## config.mk

```make
export PLATFORM = sky130hd
export DESIGN_NAME = host_port_pin_control
export DESIGN_NICKNAME = d
export VERILOG_FILES = /design/src/logic/host_port_pkg.sv /design/src/logic/host_port_pin_control.sv /design/src/logic/strobe_edge.sv
export SDC_FILE = /design/constraint.sdc
export NUM_CORES = 1
export LEC_CHECK = 0
export BUFFER_PORTS_ARGS = -buffer_cell sky130_fd_sc_hd__clkbuf_2
export CAP_MARGIN = 20
export CORE_MARGIN = 8
export CORE_UTILIZATION = 40
export CTS_BUF_LIST = sky130_fd_sc_hd__clkbuf_2
export CTS_CLUSTER_SIZE = 25
export DETAILED_ROUTE_END_ITERATION = 16
export RECOVER_POWER = 25
export SYNTH_ARGS = -nofsm -noshare
export SYNTH_HDL_FRONTEND = slang
export SYNTH_HIERARCHICAL = 1
export SYNTH_SLANG_ARGS = --single-unit
```

## constraint.sdc

```tcl
create_clock -name clk -period 2.53 [get_ports clk]
set_clock_uncertainty 0.1 [all_clocks]
set_input_delay 0.3795 -clock clk [delete_from_list [all_inputs] [get_ports clk]]
set_output_delay 0.3795 -clock clk [all_outputs]
set_load 0.005 [all_outputs]
```

## src/logic/host_port_pkg.sv

```systemverilog
// Constants, register map and types for the host port pin control block.
package host_port_pkg;

   // ==========================================================
   // Register bus
   // ==========================================================
   localparam int          ADDR_W       = 6;
   localparam logic [5:0]  OFS_CTRL     = 6'h00;
   localparam logic [5:0]  OFS_GPIO_DIR = 6'h04;
   localparam logic [5:0]  OFS_GPIO_OUT = 6'h08;
   localparam logic [5:0]  OFS_GPIO_IN  = 6'h0c;
   localparam logic [5:0]  OFS_STATUS   = 6'h10;
   localparam logic [5:0]  OFS_HOST_CTL = 6'h14;
   localparam logic [5:0]  OFS_HOST_ADR = 6'h18;
   localparam logic [5:0]  OFS_HOST_DAT = 6'h1c;
   localparam logic [5:0]  OFS_TO_HOST  = 6'h20;
   localparam logic [1:0]  RESP_OKAY    = 2'h0;
   localparam logic [1:0]  RESP_SLVERR  = 2'h2;

   // ==========================================================
   // Fields and reset values
   // ==========================================================
   localparam int          CTRL_HOLDER  = 0;
   localparam int          CTRL_ADDRSTB = 1;
   localparam int          STAT_WROTE   = 0;
   localparam logic [15:0] CTRL_RST     = 16'h0000;
   localparam logic [7:0]  GPIO_RST     = 8'h00;
   localparam logic [15:0] WORD_RST     = 16'h0000;

   // ==========================================================
   // Host register select codes
   // ==========================================================
   localparam logic [1:0]  SEL_CTRL     = 2'h0;
   localparam logic [1:0]  SEL_DATA_INC = 2'h1;
   localparam logic [1:0]  SEL_ADDR     = 2'h2;
   localparam logic [1:0]  SEL_DATA     = 2'h3;

   // ==========================================================
   // Types
   // ==========================================================
   typedef struct packed {
      logic portSelectN;
      logic transferStrobeAN;
      logic transferStrobeBN;
      logic addrStrobeN;
      logic readNotWrite;
      logic registerSelectHi;
      logic registerSelectLo;
      logic byteOrderFlag;
   } hostPins_t;

   typedef enum logic [1:0] {
      ST_IDLE = 2'h1,
      ST_XFER = 2'h2
   } xferState_t;

endpackage : host_port_pkg

```

## src/logic/host_port_pin_control.sv

```systemverilog
// Host port pin control with its software register file.
// Overview of operation
// Disabled port or wide mode turns the byte pins into GPIO.
// Byte pins float unless driving, and always while output disable is low.
// Bus holders keep the level last driven while nothing drives.
// In byte mode holders are off after reset until software turns them on.
// In byte mode the holder enable bit switches the holders.
// In wide mode the holders are always active.
// Register select pair steers each access to one of three registers.
// Byte order flag marks first or second byte of a halfword.
// Host holds port select low for the whole access.
// Two transfer strobes combine to time each transfer.
// Address strobe latches the address for multiplexed hosts.
// Port enable strap sampled at reset release; else disabled.
// Wide strap high selects non-multiplexed mode, no select accesses.
// Select fields latch at address strobe fall, else strobe fall.
`timescale 1ns/10ps
module host_port_pin_control (
   input  wire logic                      clk,
   input  wire logic                      rst_n,
   input  wire host_port_pkg::hostPins_t  hostPins,
   input  wire logic [7:0]                hostDataIn,
   output wire logic [7:0]                hostDataOut,
   output wire logic [7:0]                hostDataOe,
   output wire logic                      holderActive,
   output logic      [7:0]                holderLevel,
   input  wire logic                      outputDisableN,
   input  wire logic                      portEnableStrap,
   input  wire logic                      wideModeStrap,
   input  wire logic [5:0]                awaddr,
   input  wire logic                      awvalid,
   output wire logic                      awready,
   input  wire logic [31:0]               wdata,
   input  wire logic [3:0]                wstrb,
   input  wire logic                      wvalid,
   output wire logic                      wready,
   output logic      [1:0]                bresp,
   output logic                           bvalid,
   input  wire logic                      bready,
   input  wire logic [5:0]                araddr,
   input  wire logic                      arvalid,
   output wire logic                      arready,
   output logic      [31:0]               rdata,
   output logic      [1:0]                rresp,
   output logic                           rvalid,
   input  wire logic                      rready
);
   // ==========================================================
   // Straps and mode
   // ==========================================================
   logic portEnabled;
   logic wideMode;

   // The straps follow the pins while reset is held, so the value
   // standing at the release is the one kept.
   always_ff @(posedge clk) begin
      if (!rst_n) begin
         portEnabled <= portEnableStrap;
         wideMode    <= wideModeStrap;
      end
   end

   wire muxMode  = portEnabled & ~wideMode;
   wire gpioMode = ~muxMode;

   // ==========================================================
   // Software registers
   // ==========================================================
   logic [15:0] ctrl;
   logic [7:0]  gpioDir;
   logic [7:0]  gpioOut;
   logic [15:0] toHost;
   logic        hostWrote;
   wire  useAddrStb = ctrl[host_port_pkg::CTRL_ADDRSTB];

   // ==========================================================
   // Strobes
   // ==========================================================
   // Exactly one data strobe low with the port selected marks a transfer.
   wire strobeLvlN = hostPins.portSelectN |
                     ~(hostPins.transferStrobeAN ^
                       hostPins.transferStrobeBN); // see
   logic strobeFall;
   logic strobeRise;
   logic addrFall;

   strobe_edge uStrobeEdge (
      .clk    (clk),
      .rst_n  (rst_n),
      .levelN (strobeLvlN),
      .fall   (strobeFall),
      .rise   (strobeRise)
   );

   strobe_edge uAddrEdge (
      .clk    (clk),
      .rst_n  (rst_n),
      .levelN (hostPins.addrStrobeN),
      .fall   (addrFall),
      .rise   ()
   );

   // ==========================================================
   // Access latch
   // ==========================================================
   logic [1:0] latSel;
   logic       latSecond;
   logic       latRead;
   logic [7:0] latBus;
   wire  [1:0] pinSel = {hostPins.registerSelectHi,
                         hostPins.registerSelectLo};
   wire  addrLatch = muxMode & useAddrStb & addrFall;

   always_ff @(posedge clk) begin
      if (!rst_n) begin
         latSel    <= host_port_pkg::SEL_CTRL;
         latSecond <= 1'b0;
         latRead   <= 1'b0;
         latBus    <= host_port_pkg::GPIO_RST;
      end else if (addrLatch) begin
         latSel    <= pinSel;                 // see
         latSecond <= hostPins.byteOrderFlag;
         latRead   <= hostPins.readNotWrite;
         latBus    <= hostDataIn;
      end
   end

   // Fields in force for a transfer that starts this cycle.
   wire [1:0] effSel    = useAddrStb ? latSel : pinSel;
   wire       effSecond = useAddrStb ? latSecond
                                     : hostPins.byteOrderFlag;
   wire       effRead   = useAddrStb ? latRead : hostPins.readNotWrite;

   // ==========================================================
   // Transfer state
   // ==========================================================
   host_port_pkg::xferState_t state;
   host_port_pkg::xferState_t next_state;
   logic [1:0] xSel;
   logic       xSecond;
   logic       xRead;
   logic [7:0] driveByte;
   logic [15:0] hostCtrlWord;
   logic [15:0] hostAddr;
   logic [15:0] hostDataWord;

   wire startXfer = muxMode & strobeFall;
   wire inXfer    = (state == host_port_pkg::ST_XFER);
   wire endXfer   = inXfer & strobeRise;

   always_comb begin
      next_state = state;
      unique case (state)
         host_port_pkg::ST_IDLE: begin
            if (startXfer) begin
               next_state = host_port_pkg::ST_XFER;
            end
         end
         host_port_pkg::ST_XFER: begin
            if (strobeRise || !muxMode) begin
               next_state = host_port_pkg::ST_IDLE;
            end
         end
         default: begin
            next_state = host_port_pkg::ST_IDLE;
         end
      endcase
   end

   // Word offered to a host read, picked by the register select code.
   wire [15:0] readWord =
      (effSel == host_port_pkg::SEL_CTRL) ? hostCtrlWord :
      (effSel == host_port_pkg::SEL_ADDR) ? hostAddr : toHost;
   // First byte is the high byte, second the low byte.
   wire [7:0] readByte = effSecond ? readWord[7:0]
                                   : readWord[15:8];

   always_ff @(posedge clk) begin
      if (!rst_n) begin
         state     <= host_port_pkg::ST_IDLE;
         xSel      <= host_port_pkg::SEL_CTRL;
         xSecond   <= 1'b0;
         xRead     <= 1'b0;
         driveByte <= host_port_pkg::GPIO_RST;
      end else begin
         state <= next_state;
         if (startXfer) begin
            xSel      <= effSel;
            xSecond   <= effSecond;
            xRead     <= effRead;
            driveByte <= readByte;
         end
      end
   end

   // Host writes land at the end of the strobe; data accesses with
   // increment advance the address after the second byte.
   wire hostWr  = endXfer & ~xRead;
   wire isData  = (xSel == host_port_pkg::SEL_DATA) |
                  (xSel == host_port_pkg::SEL_DATA_INC);
   wire addrInc = endXfer & xSecond &
                  (xSel == host_port_pkg::SEL_DATA_INC);
   wire wroteSet = hostWr & xSecond & isData;

   function automatic logic [15:0] putByte(input logic [15:0] w,
                                           input logic        second,
                                           input logic [7:0]  b);
      putByte = second ? {w[15:8], b} : {b, w[7:0]};
   endfunction : putByte

   always_ff @(posedge clk) begin
      if (!rst_n) begin
         hostCtrlWord <= host_port_pkg::WORD_RST;
         hostAddr     <= host_port_pkg::WORD_RST;
         hostDataWord <= host_port_pkg::WORD_RST;
      end else begin
         if (hostWr && xSel == host_port_pkg::SEL_CTRL) begin
            hostCtrlWord <= putByte(hostCtrlWord, xSecond, hostDataIn);
         end
         if (hostWr && xSel == host_port_pkg::SEL_ADDR) begin
            hostAddr <= putByte(hostAddr, xSecond, hostDataIn);
         end else if (addrInc) begin
            hostAddr <= hostAddr + 16'h0001;
         end
         if (hostWr && isData) begin
            hostDataWord <= putByte(hostDataWord, xSecond,
                                    hostDataIn);
         end
      end
   end

   // ==========================================================
   // Pin drive and holders
   // ==========================================================
   wire       hostDriving = inXfer & xRead & muxMode;
   wire [7:0] pinOeRaw    = gpioMode ? gpioDir
                                     : {8{hostDriving}};
   assign hostDataOe  = outputDisableN ? pinOeRaw : 8'h00;
   assign hostDataOut = gpioMode ? gpioOut : driveByte;
   assign holderActive = wideMode | ctrl[host_port_pkg::CTRL_HOLDER];
   // see

   always_ff @(posedge clk) begin
      if (!rst_n) begin
         holderLevel <= host_port_pkg::GPIO_RST;
      end else begin
         holderLevel <= (hostDataOe & hostDataOut) |
                        (~hostDataOe & holderLevel);
      end
   end

   // ==========================================================
   // AXI4-Lite slave
   // ==========================================================
   logic        awHeld;
   logic        wHeld;
   logic [5:0]  awAddrReg;
   logic [31:0] wDataReg;
   logic [3:0]  wStrbReg;

   assign awready = ~awHeld & ~bvalid;
   assign wready  = ~wHeld & ~bvalid;
   assign arready = ~rvalid;

   wire doWrite = awHeld & wHeld & ~bvalid;
   wire wrCtrl  = doWrite & (awAddrReg == host_port_pkg::OFS_CTRL);
   wire wrDir   = doWrite & (awAddrReg == host_port_pkg::OFS_GPIO_DIR);
   wire wrOut   = doWrite & (awAddrReg == host_port_pkg::OFS_GPIO_OUT);
   wire wrStat  = doWrite & (awAddrReg == host_port_pkg::OFS_STATUS);
   wire wrToH   = doWrite & (awAddrReg == host_port_pkg::OFS_TO_HOST);
   wire wrMapped = (awAddrReg <= host_port_pkg::OFS_TO_HOST) &
                   (awAddrReg[1:0] == 2'h0);
   wire wroteClr = wrStat & wStrbReg[0] &
                   wDataReg[host_port_pkg::STAT_WROTE];

   function automatic logic [15:0] merge16(input logic [15:0] old,
                                           input logic [31:0] d,
                                           input logic [3:0]  s);
      merge16 = {s[1] ? d[15:8] : old[15:8], s[0] ? d[7:0] : old[7:0]};
   endfunction : merge16

   always_ff @(posedge clk) begin
      if (!rst_n) begin
         awHeld    <= 1'b0;
         wHeld     <= 1'b0;
         awAddrReg <= 6'h00;
         wDataReg  <= 32'h00000000;
         wStrbReg  <= 4'h0;
         bvalid    <= 1'b0;
         bresp     <= host_port_pkg::RESP_OKAY;
      end else begin
         if (awvalid && awready) begin
            awHeld    <= 1'b1;
            awAddrReg <= awaddr;
         end
         if (wvalid && wready) begin
            wHeld    <= 1'b1;
            wDataReg <= wdata;
            wStrbReg <= wstrb;
         end
         if (doWrite) begin
            awHeld <= 1'b0;
            wHeld  <= 1'b0;
            bvalid <= 1'b1;
            bresp  <= wrMapped ? host_port_pkg::RESP_OKAY
                               : host_port_pkg::RESP_SLVERR;
         end else if (bvalid && bready) begin
            bvalid <= 1'b0;
         end
      end
   end

   always_ff @(posedge clk) begin
      if (!rst_n) begin
         ctrl      <= host_port_pkg::CTRL_RST;
         gpioDir   <= host_port_pkg::GPIO_RST;
         gpioOut   <= host_port_pkg::GPIO_RST;
         toHost    <= host_port_pkg::WORD_RST;
         hostWrote <= 1'b0;
      end else begin
         if (wrCtrl) begin
            ctrl <= merge16(ctrl, wDataReg, wStrbReg);
         end
         if (wrDir && wStrbReg[0]) begin
            gpioDir <= wDataReg[7:0];
         end
         if (wrOut && wStrbReg[0]) begin
            gpioOut <= wDataReg[7:0];
         end
         if (wrToH) begin
            toHost <= merge16(toHost, wDataReg, wStrbReg);
         end
         // A host write in the clearing cycle keeps the flag set.
         hostWrote <= wroteSet | (hostWrote & ~wroteClr);
      end
   end

   wire [15:0] statusWord = {latBus, latSecond, latSel, inXfer,
                             holderActive, wideMode, portEnabled,
                             hostWrote};
   wire [15:0] rdWord =
      (araddr == host_port_pkg::OFS_CTRL)     ? ctrl :
      (araddr == host_port_pkg::OFS_GPIO_DIR) ? {8'h00, gpioDir} :
      (araddr == host_port_pkg::OFS_GPIO_OUT) ? {8'h00, gpioOut} :
      (araddr == host_port_pkg::OFS_GPIO_IN)  ? {8'h00, hostDataIn} :
      (araddr == host_port_pkg::OFS_STATUS)   ? statusWord :
      (araddr == host_port_pkg::OFS_HOST_CTL) ? hostCtrlWord :
      (araddr == host_port_pkg::OFS_HOST_ADR) ? hostAddr :
      (araddr == host_port_pkg::OFS_HOST_DAT) ? hostDataWord :
      (araddr == host_port_pkg::OFS_TO_HOST)  ? toHost : 16'h0000;
   wire rdMapped = (araddr <= host_port_pkg::OFS_TO_HOST) &
                   (araddr[1:0] == 2'h0);

   always_ff @(posedge clk) begin
      if (!rst_n) begin
         rvalid <= 1'b0;
         rdata  <= 32'h00000000;
         rresp  <= host_port_pkg::RESP_OKAY;
      end else if (arvalid && arready) begin
         rvalid <= 1'b1;
         rdata  <= {16'h0000, rdWord};
         rresp  <= rdMapped ? host_port_pkg::RESP_OKAY
                            : host_port_pkg::RESP_SLVERR;
      end else if (rvalid && rready) begin
         rvalid <= 1'b0;
      end
   end
endmodule : host_port_pin_control

```

## src/logic/strobe_edge.sv

```systemverilog
// Edge detector for an active-low strobe level.
`timescale 1ns/10ps
module strobe_edge (
   input  wire logic clk,
   input  wire logic rst_n,
   input  wire logic levelN,
   output wire logic fall,
   output wire logic rise
);
   logic prev;

   always_ff @(posedge clk) begin
      if (!rst_n) begin
         prev <= 1'b1;
      end else begin
         prev <= levelN;
      end
   end

   assign fall = prev & ~levelN;
   assign rise = ~prev & levelN;

endmodule : strobe_edge

```

==> run summary, run 1 <==
OUTCOME
----------------------------------------------------------------------------------------------------
Status ................................................................................ finished with violations
Failing checks ........................................................................ capacitance limit, slew limit, setup timing

GLOBAL ROUTE
----------------------------------------------------------------------------------------------------
First-pass GRT wire length ............................................................    44,180 um
Via count of the first global-routing pass ............................................        7,688
Initial antenna violation count .......................................................            1
GRT overflow ..........................................................................            0
GRT Total Usage .......................................................................       0.2126
Largest net degree at the start of global routing .....................................           87

TIMING
----------------------------------------------------------------------------------------------------
Relative slew slack ...................................................................      -0.2403
Number of pins with negative max-slew slack in the final report .......................           87
Final critical-path share of the clock period .........................................        1.011
Setup WS post-layout ..................................................................  -0.02844 ns
Fmax ..................................................................................   0.3909 GHz
Final Hold Slack ......................................................................    0.1058 ns
Final Setup Violations ................................................................           12
RSZ-0062 raised after global routing ..................................................          yes
Final hold violation count ............................................................            0
Setup TNS after final layout ..........................................................   -0.1668 ns
Slew of the pin with the lowest slew margin ...........................................     1.861 ns
Final critical delay including setup and external delays ..............................     2.558 ns

DETAILED ROUTING
----------------------------------------------------------------------------------------------------
Number of nets still failing antenna checks after routing .............................            0
Via density per instance ..............................................................        5.453
Post-route DRC violation count ........................................................            0
DRC violation total after the first TritonRoute iteration .............................          739
Routed WL per cell ....................................................................     19.02 um
Total detailed-routing wirelength .....................................................    28,610 um
DR pass1 iterations ...................................................................            8
Via count .............................................................................        8,201

DIE
----------------------------------------------------------------------------------------------------
Die outline area ...................................................................... 26,530 sq um
Std cell rows .........................................................................           53
Boundary pin count ....................................................................          140
Die width .............................................................................     162.9 um
Starting Density ......................................................................       0.4092
Area of the core ...................................................................... 21,090 sq um
Die Ht ................................................................................     162.9 um

JOB
----------------------------------------------------------------------------------------------------
Max-cap violation count ...............................................................            1

FINAL LAYOUT
----------------------------------------------------------------------------------------------------
Growth of design area from synthesis to finish ........................................       22.55%
Finished Cell Area .................................................................... 10,570 sq um
Fillers ...............................................................................        2,033
Fraction of final layout cells sized beyond drive strength 1 ..........................       0.1930
Count of nets after finishing .........................................................        1,290
Final Util ............................................................................       0.5014

CTS
----------------------------------------------------------------------------------------------------
Maximum level of the CTS H-tree .......................................................            4
Buffers from clock root to sink, at most ..............................................            2
Cts bufs inserted .....................................................................           17
TritonCTS clock tree ..................................................................          yes
Number of clock sinks .................................................................          181
Clock-pin slew reported for the worst setup and hold paths after clock tree synthesis .      0.30 ns
Clock latency on the worst-skew pair ..................................................      0.78 ns
Master cell of the clock root buffer ..................................................     clkbuf_2

SETUP PATH
----------------------------------------------------------------------------------------------------
Flop-to-flop setup slack ..............................................................      0.16 ns
Critical path capture point type ......................................................  output port
Setup Crit Path Kind .................................................................. register to output port
Critical path required time ...........................................................      2.05 ns
Critical path startpoint category .....................................................     register
Arrival time reported for the critical path endpoint ..................................      2.08 ns
Maximum fanout encountered on the critical timing path ................................            5

HOLD PATH
----------------------------------------------------------------------------------------------------
Kind of path behind the tightest hold check ........................................... primary input to register

PLACE
----------------------------------------------------------------------------------------------------
Number of port buffers ................................................................          103
Final GP Congestion ...................................................................       0.8865
Sum of net half-perimeters after detailed placement ...................................    20,560 um
Cell area after placement .............................................................   9602 sq um

SYNTHESIS
----------------------------------------------------------------------------------------------------
Mean area per synthesized cell ........................................................  8.273 sq um
Synthesized cell area .................................................................   8628 sq um
Warning count from the yosys run ......................................................            6
Instance count of the mapped netlist ..................................................        1,043

POWER
----------------------------------------------------------------------------------------------------
Max IR drop VDD .......................................................................     298.6 uV
Lkg Pwr ...............................................................................     4.416 nW
Power per Cell Area ................................................................... 502.8 nW/um^2
Final Total Pwr .......................................................................     5.317 mW

[through the flow]
step / worst slack (ns) / instances
floorplan: 0.1154 / 1060
global placement: -0.03015 / 1402
detailed placement: -0.05029 / 1402
CTS: -0.1039 / 1499
global route: -0.2479 / 1504
finish: -0.02844 / 1504
[state kept, by name, indices dropped and copies added (netlist names), 16 cells and up, named ones only]
register,cells
toHost,16
rdata,16
hostCtrlWord,16
wDataReg,16
ctrl,16
hostAddr,16
hostDataWord,16
[report_power, final]
group          leakage (nW)  internal [mW]  switching [mW]  total, mW
logic                  2.79          0.302           0.380      0.682
registers              1.47           2.94          0.0756       3.02
clock network         0.154          0.428            1.19       1.61
total                  4.42           3.67            1.64       5.32
[path summary, 6_finish.rpt]
kind	from	end	cells past startpoint
worst min register to register	latBus[4]	latBus[4]	2
worst max register to register	wHeld	gpioOut[7]	5
worst min-delay path	araddr[3]	rdata[4]	4
worst max-delay path	wideMode	hostDataOut[2]	4
[placed cells by master, fill, tap and decap left out, types with 3 or more instances in the layout]
master / count
mux2i_1: 91
buf_4: 58
or2_2: 4
nor3_1: 34
mux2_2: 9
o21ai_0: 55
or3_1: 13
a211oi_1: 8
nor2b_1: 7
buf_6: 3
nor2_1: 133
nor4_1: 4
o22ai_1: 3
nor2_2: 4
conb_1: 18
clkbuf_2: 118
clkinv_8: 4
dfxtp_1: 179
a222oi_1: 6
buf_12: 3
nand2b_1: 18
a21oi_1: 103
mux2_4: 3
nand3_1: 19
o211ai_1: 8
inv_1: 15
a221oi_1: 17
o221ai_1: 4
dlygate4sd3_1: 57
a31oi_1: 9
nand2_1: 119
and3_1: 11
a22oi_1: 6
o31a_1: 3
inv_8: 4
a22o_1: 5
nand3b_1: 3
clkbuf_1: 4
[area by class of cell]
| cell class | instances | area [sq um] | share of cell area |
|---|---|---|---|
| Antenna cell | 1 | 2.502 | 0.0002367 |
| Timing Repair Buffer | 228 | 1643 | 0.1554 |
| Clock buffer | 17 | 85.08 | 0.008046 |
| Sequential cell | 181 | 3643 | 0.3446 |
| Inverter | 17 | 66.31 | 0.006271 |
| Clock inverter | 15 | 187.7 | 0.01775 |
| Multi-Input combinational cell | 770 | 4602 | 0.4352 |
| Tap cell | 275 | 344.1 | 0.03254 |
[per-layer routing]
layer / routed length [um] / track usage / part of all wire
met3: 1690 / 0.03842 / 0.059
met1: 13040 / 0.2897 / 0.46
met5: 0 / 0 / 0
met2: 13160 / 0.3318 / 0.46
met4: 725 / 0.07339 / 0.025
[critical path, stage by stage, from the launching register on]
cell,delay (ns)
edfxtp_1,0.53
nand2b_4,0.21
buf_6,0.14
mux2_4,0.31
clkbuf_2,0.12
[what timing repair did]
| action | in CTS | in global routing |
|---|---|---|
| buffers inserted | 9 | 3 |
| hold buffers | 56 | 1 |
| setup endpoints to repair | 16 | 17 |
| endpoints found under the hold margin | 84 | 11 |
| gates resized for setup | 13 | 4 |
| pin swaps | 0 | 1 |
Note: power is estimated with default switching activity, not from simulation.
==> run 2, diff against run 1 <==
Settings changed: CORE_UTILIZATION 40 to 27.
==> run summary, run 2 (synthesis results as in run 1) <==
DIE
----------------------------------------------------------------------------------------------------
Die Ht ................................................................................     194.8 um
Boundary pin count ....................................................................          140
Die width .............................................................................     194.8 um
Starting Density ......................................................................       0.2734
Area of the core ...................................................................... 31,560 sq um
Std cell rows .........................................................................           65
Die outline area ...................................................................... 37,930 sq um

DETAILED ROUTING
----------------------------------------------------------------------------------------------------
Number of nets still failing antenna checks after routing .............................            0
Via count .............................................................................        8,388
DRC violation total after the first TritonRoute iteration .............................          901
Total detailed-routing wirelength .....................................................    30,150 um
DR pass1 iterations ...................................................................            6
Post-route DRC violation count ........................................................            0
Routed WL per cell ....................................................................     18.31 um
Via density per instance ..............................................................        5.093

SETUP PATH
----------------------------------------------------------------------------------------------------
Critical path startpoint category .....................................................     register
Delay of the slowest cell on the worst path ...........................................      0.54 ns
Number of cells traversed by the worst register-to-register path ......................            5
Critical path capture point type ......................................................  output port
Critical path required time ...........................................................      2.05 ns
Maximum fanout encountered on the critical timing path ................................            8
Max stage delay cell, worst path ......................................................     edfxtp_1
Setup Crit Path Kind .................................................................. register to output port
Arrival time reported for the critical path endpoint ..................................      2.04 ns
CP cell instances ..................................................................... nand2b_4, o21ai_4, buf_6, nor2_1, buf_2

TIMING
----------------------------------------------------------------------------------------------------
RSZ-0062 raised after global routing ..................................................          yes
Setup WS post-layout ..................................................................   0.01500 ns
Slew of the pin with the lowest slew margin ...........................................     1.679 ns
Relative slew slack ...................................................................      -0.1194
Final critical-path share of the clock period .........................................       0.9941
Fmax ..................................................................................   0.3976 GHz
Final critical delay including setup and external delays ..............................     2.515 ns
Number of pins with negative max-slew slack in the final report .......................           47
Final hold violation count ............................................................            0
Final Hold Slack ......................................................................    0.1036 ns
Final Setup Violations ................................................................            0

POWER
----------------------------------------------------------------------------------------------------
Final Total Pwr .......................................................................     5.392 mW
Fraction of power spent switching nets ................................................       0.3009
Power per Cell Area ................................................................... 496.0 nW/um^2
Max IR drop VDD .......................................................................     220.7 uV
P_sw ..................................................................................     1.623 mW
Proportion of power drawn by flip-flops and latches ...................................        0.559
Lkg Pwr ...............................................................................     4.464 nW
Clock Power Share .....................................................................        0.306
Cell Int Power ........................................................................     3.769 mW
Combinational share of power ..........................................................        0.134

CTS
----------------------------------------------------------------------------------------------------
Number of clock sinks .................................................................          181
Clock-pin slew reported for the worst setup and hold paths after clock tree synthesis .      0.25 ns
Maximum level of the CTS H-tree .......................................................            4
Master cell of the clock root buffer ..................................................     clkbuf_2
Cts bufs inserted .....................................................................           17
Buffers from clock root to sink, at most ..............................................            2
Clock latency on the worst-skew pair ..................................................      0.79 ns
TritonCTS clock tree ..................................................................          yes

FINAL LAYOUT
----------------------------------------------------------------------------------------------------
Count of nets after finishing .........................................................        1,306
Fillers ...............................................................................        3,286
Fraction of final layout cells sized beyond drive strength 1 ..........................       0.1945
Commonest non-fill, non-tap cell in the layout ........................................      dfxtp_1
Final Util ............................................................................       0.3445
Most frequent cells in the layout ..................................................... dfxtp_1 (179), nor2_1 (135), nand2_1 (119), clkbuf_2 (117), a21oi_1 (103)
Growth of design area from synthesis to finish ........................................       26.00%

GLOBAL ROUTE
----------------------------------------------------------------------------------------------------
Global-route met3 utilization .........................................................      0.02764
Via count of the first global-routing pass ............................................        8,111
Largest net degree at the start of global routing .....................................           51
Routing layer with the top usage in global route ......................................         met2
GRT Total Usage .......................................................................       0.1559
Initial antenna violation count .......................................................            1
GR Layer Usage met1 ...................................................................       0.2025
First-pass GRT wire length ............................................................    47,070 um
GRT overflow ..........................................................................            0
M2 GR Usage ...........................................................................       0.2532

HOLD PATH
----------------------------------------------------------------------------------------------------
WHS Path Cells ........................................................................            4
Kind of path behind the tightest hold check ........................................... primary input to register

OUTCOME
----------------------------------------------------------------------------------------------------
Status ................................................................................ finished with violations
Failing checks ........................................................................ capacitance limit, slew limit

PLACE
----------------------------------------------------------------------------------------------------
Number of port buffers ................................................................          103
Final GP Congestion ...................................................................       0.9416
Post-placement setup slack ............................................................  -0.08303 ns
Sum of net half-perimeters after detailed placement ...................................    22,240 um

JOB
----------------------------------------------------------------------------------------------------
Max-cap violation count ...............................................................            1

[run 2: path summary, 6_finish.rpt]
check,start,to,slack [ns]
worst max-delay path,wideMode,hostDataOe[4],0.02
worst min-delay path,araddr[1],rdata[4],0.10
worst max register to register,awHeld,gpioOut[7],0.07
worst min register to register,latBus[2],latBus[2],0.37
[run 2: area by class of cell]
type	instances	area [sq um]	share of cell area
multi-input cells	771	4624	0.4254
well taps	402	503.0	0.04627
diodes	1	2.502	0.0002302
repair buffers	243	1768	0.1626
inverters	17	63.81	0.005869
flip-flops and latches	181	3643	0.3351
clock inverters	15	181.4	0.01669
clock buffers	17	85.08	0.007826
[run 2: routing by layer]
metal  share of wire  up-vias
li1                -     4044
met1            0.44     3956
met2            0.46      318
met3           0.061       70
met4           0.038        0
met5               0        -
[run 2: critical path, delay by kind of cell, from the launching register on]
kind | cells | cell delay, ns
DFF | 1 | 0.54
buffers and inverters | 2 | 0.29
and+or+nand+nor | 2 | 0.30
AOI/OAI and AO/OA | 1 | 0.15
[run 2: timing repair]
| action | 4_1_cts | 5_1_grt |
|---|---|---|
| gates cloned | 2 | 0 |
| hold buffers | 70 | 0 |
| resized for setup | 14 | 5 |
| setup buffers | 8 | 4 |
| pin swaps | 1 | 2 |
| endpoints found under the hold margin | 131 | 0 |
| endpoints found under the setup margin | 16 | 17 |
[run 2: per-stage QoR]
stage	std cells	instance area, sq um	setup TNS [ns]
floorplan	1060	8692	0
detailed placement	1531	9738	-0.1700
CTS	1643	10830	-0.4386
finish	1647	10870	0
global route	1647	10870	-1.713
global placement	1531	9738	-0.1569
[run 2: power groups by stage]
stage | Combinational, mW | Clock, mW | Sequential, mW
floorplan | 0.358 | 0 | 3.04
global placement | 0.582 | 0 | 3.06
detailed placement | 0.588 | 0 | 3.07
CTS | 0.711 | 1.70 | 3.02
global route | 0.785 | 1.80 | 3.03
finish | 0.723 | 1.65 | 3.02
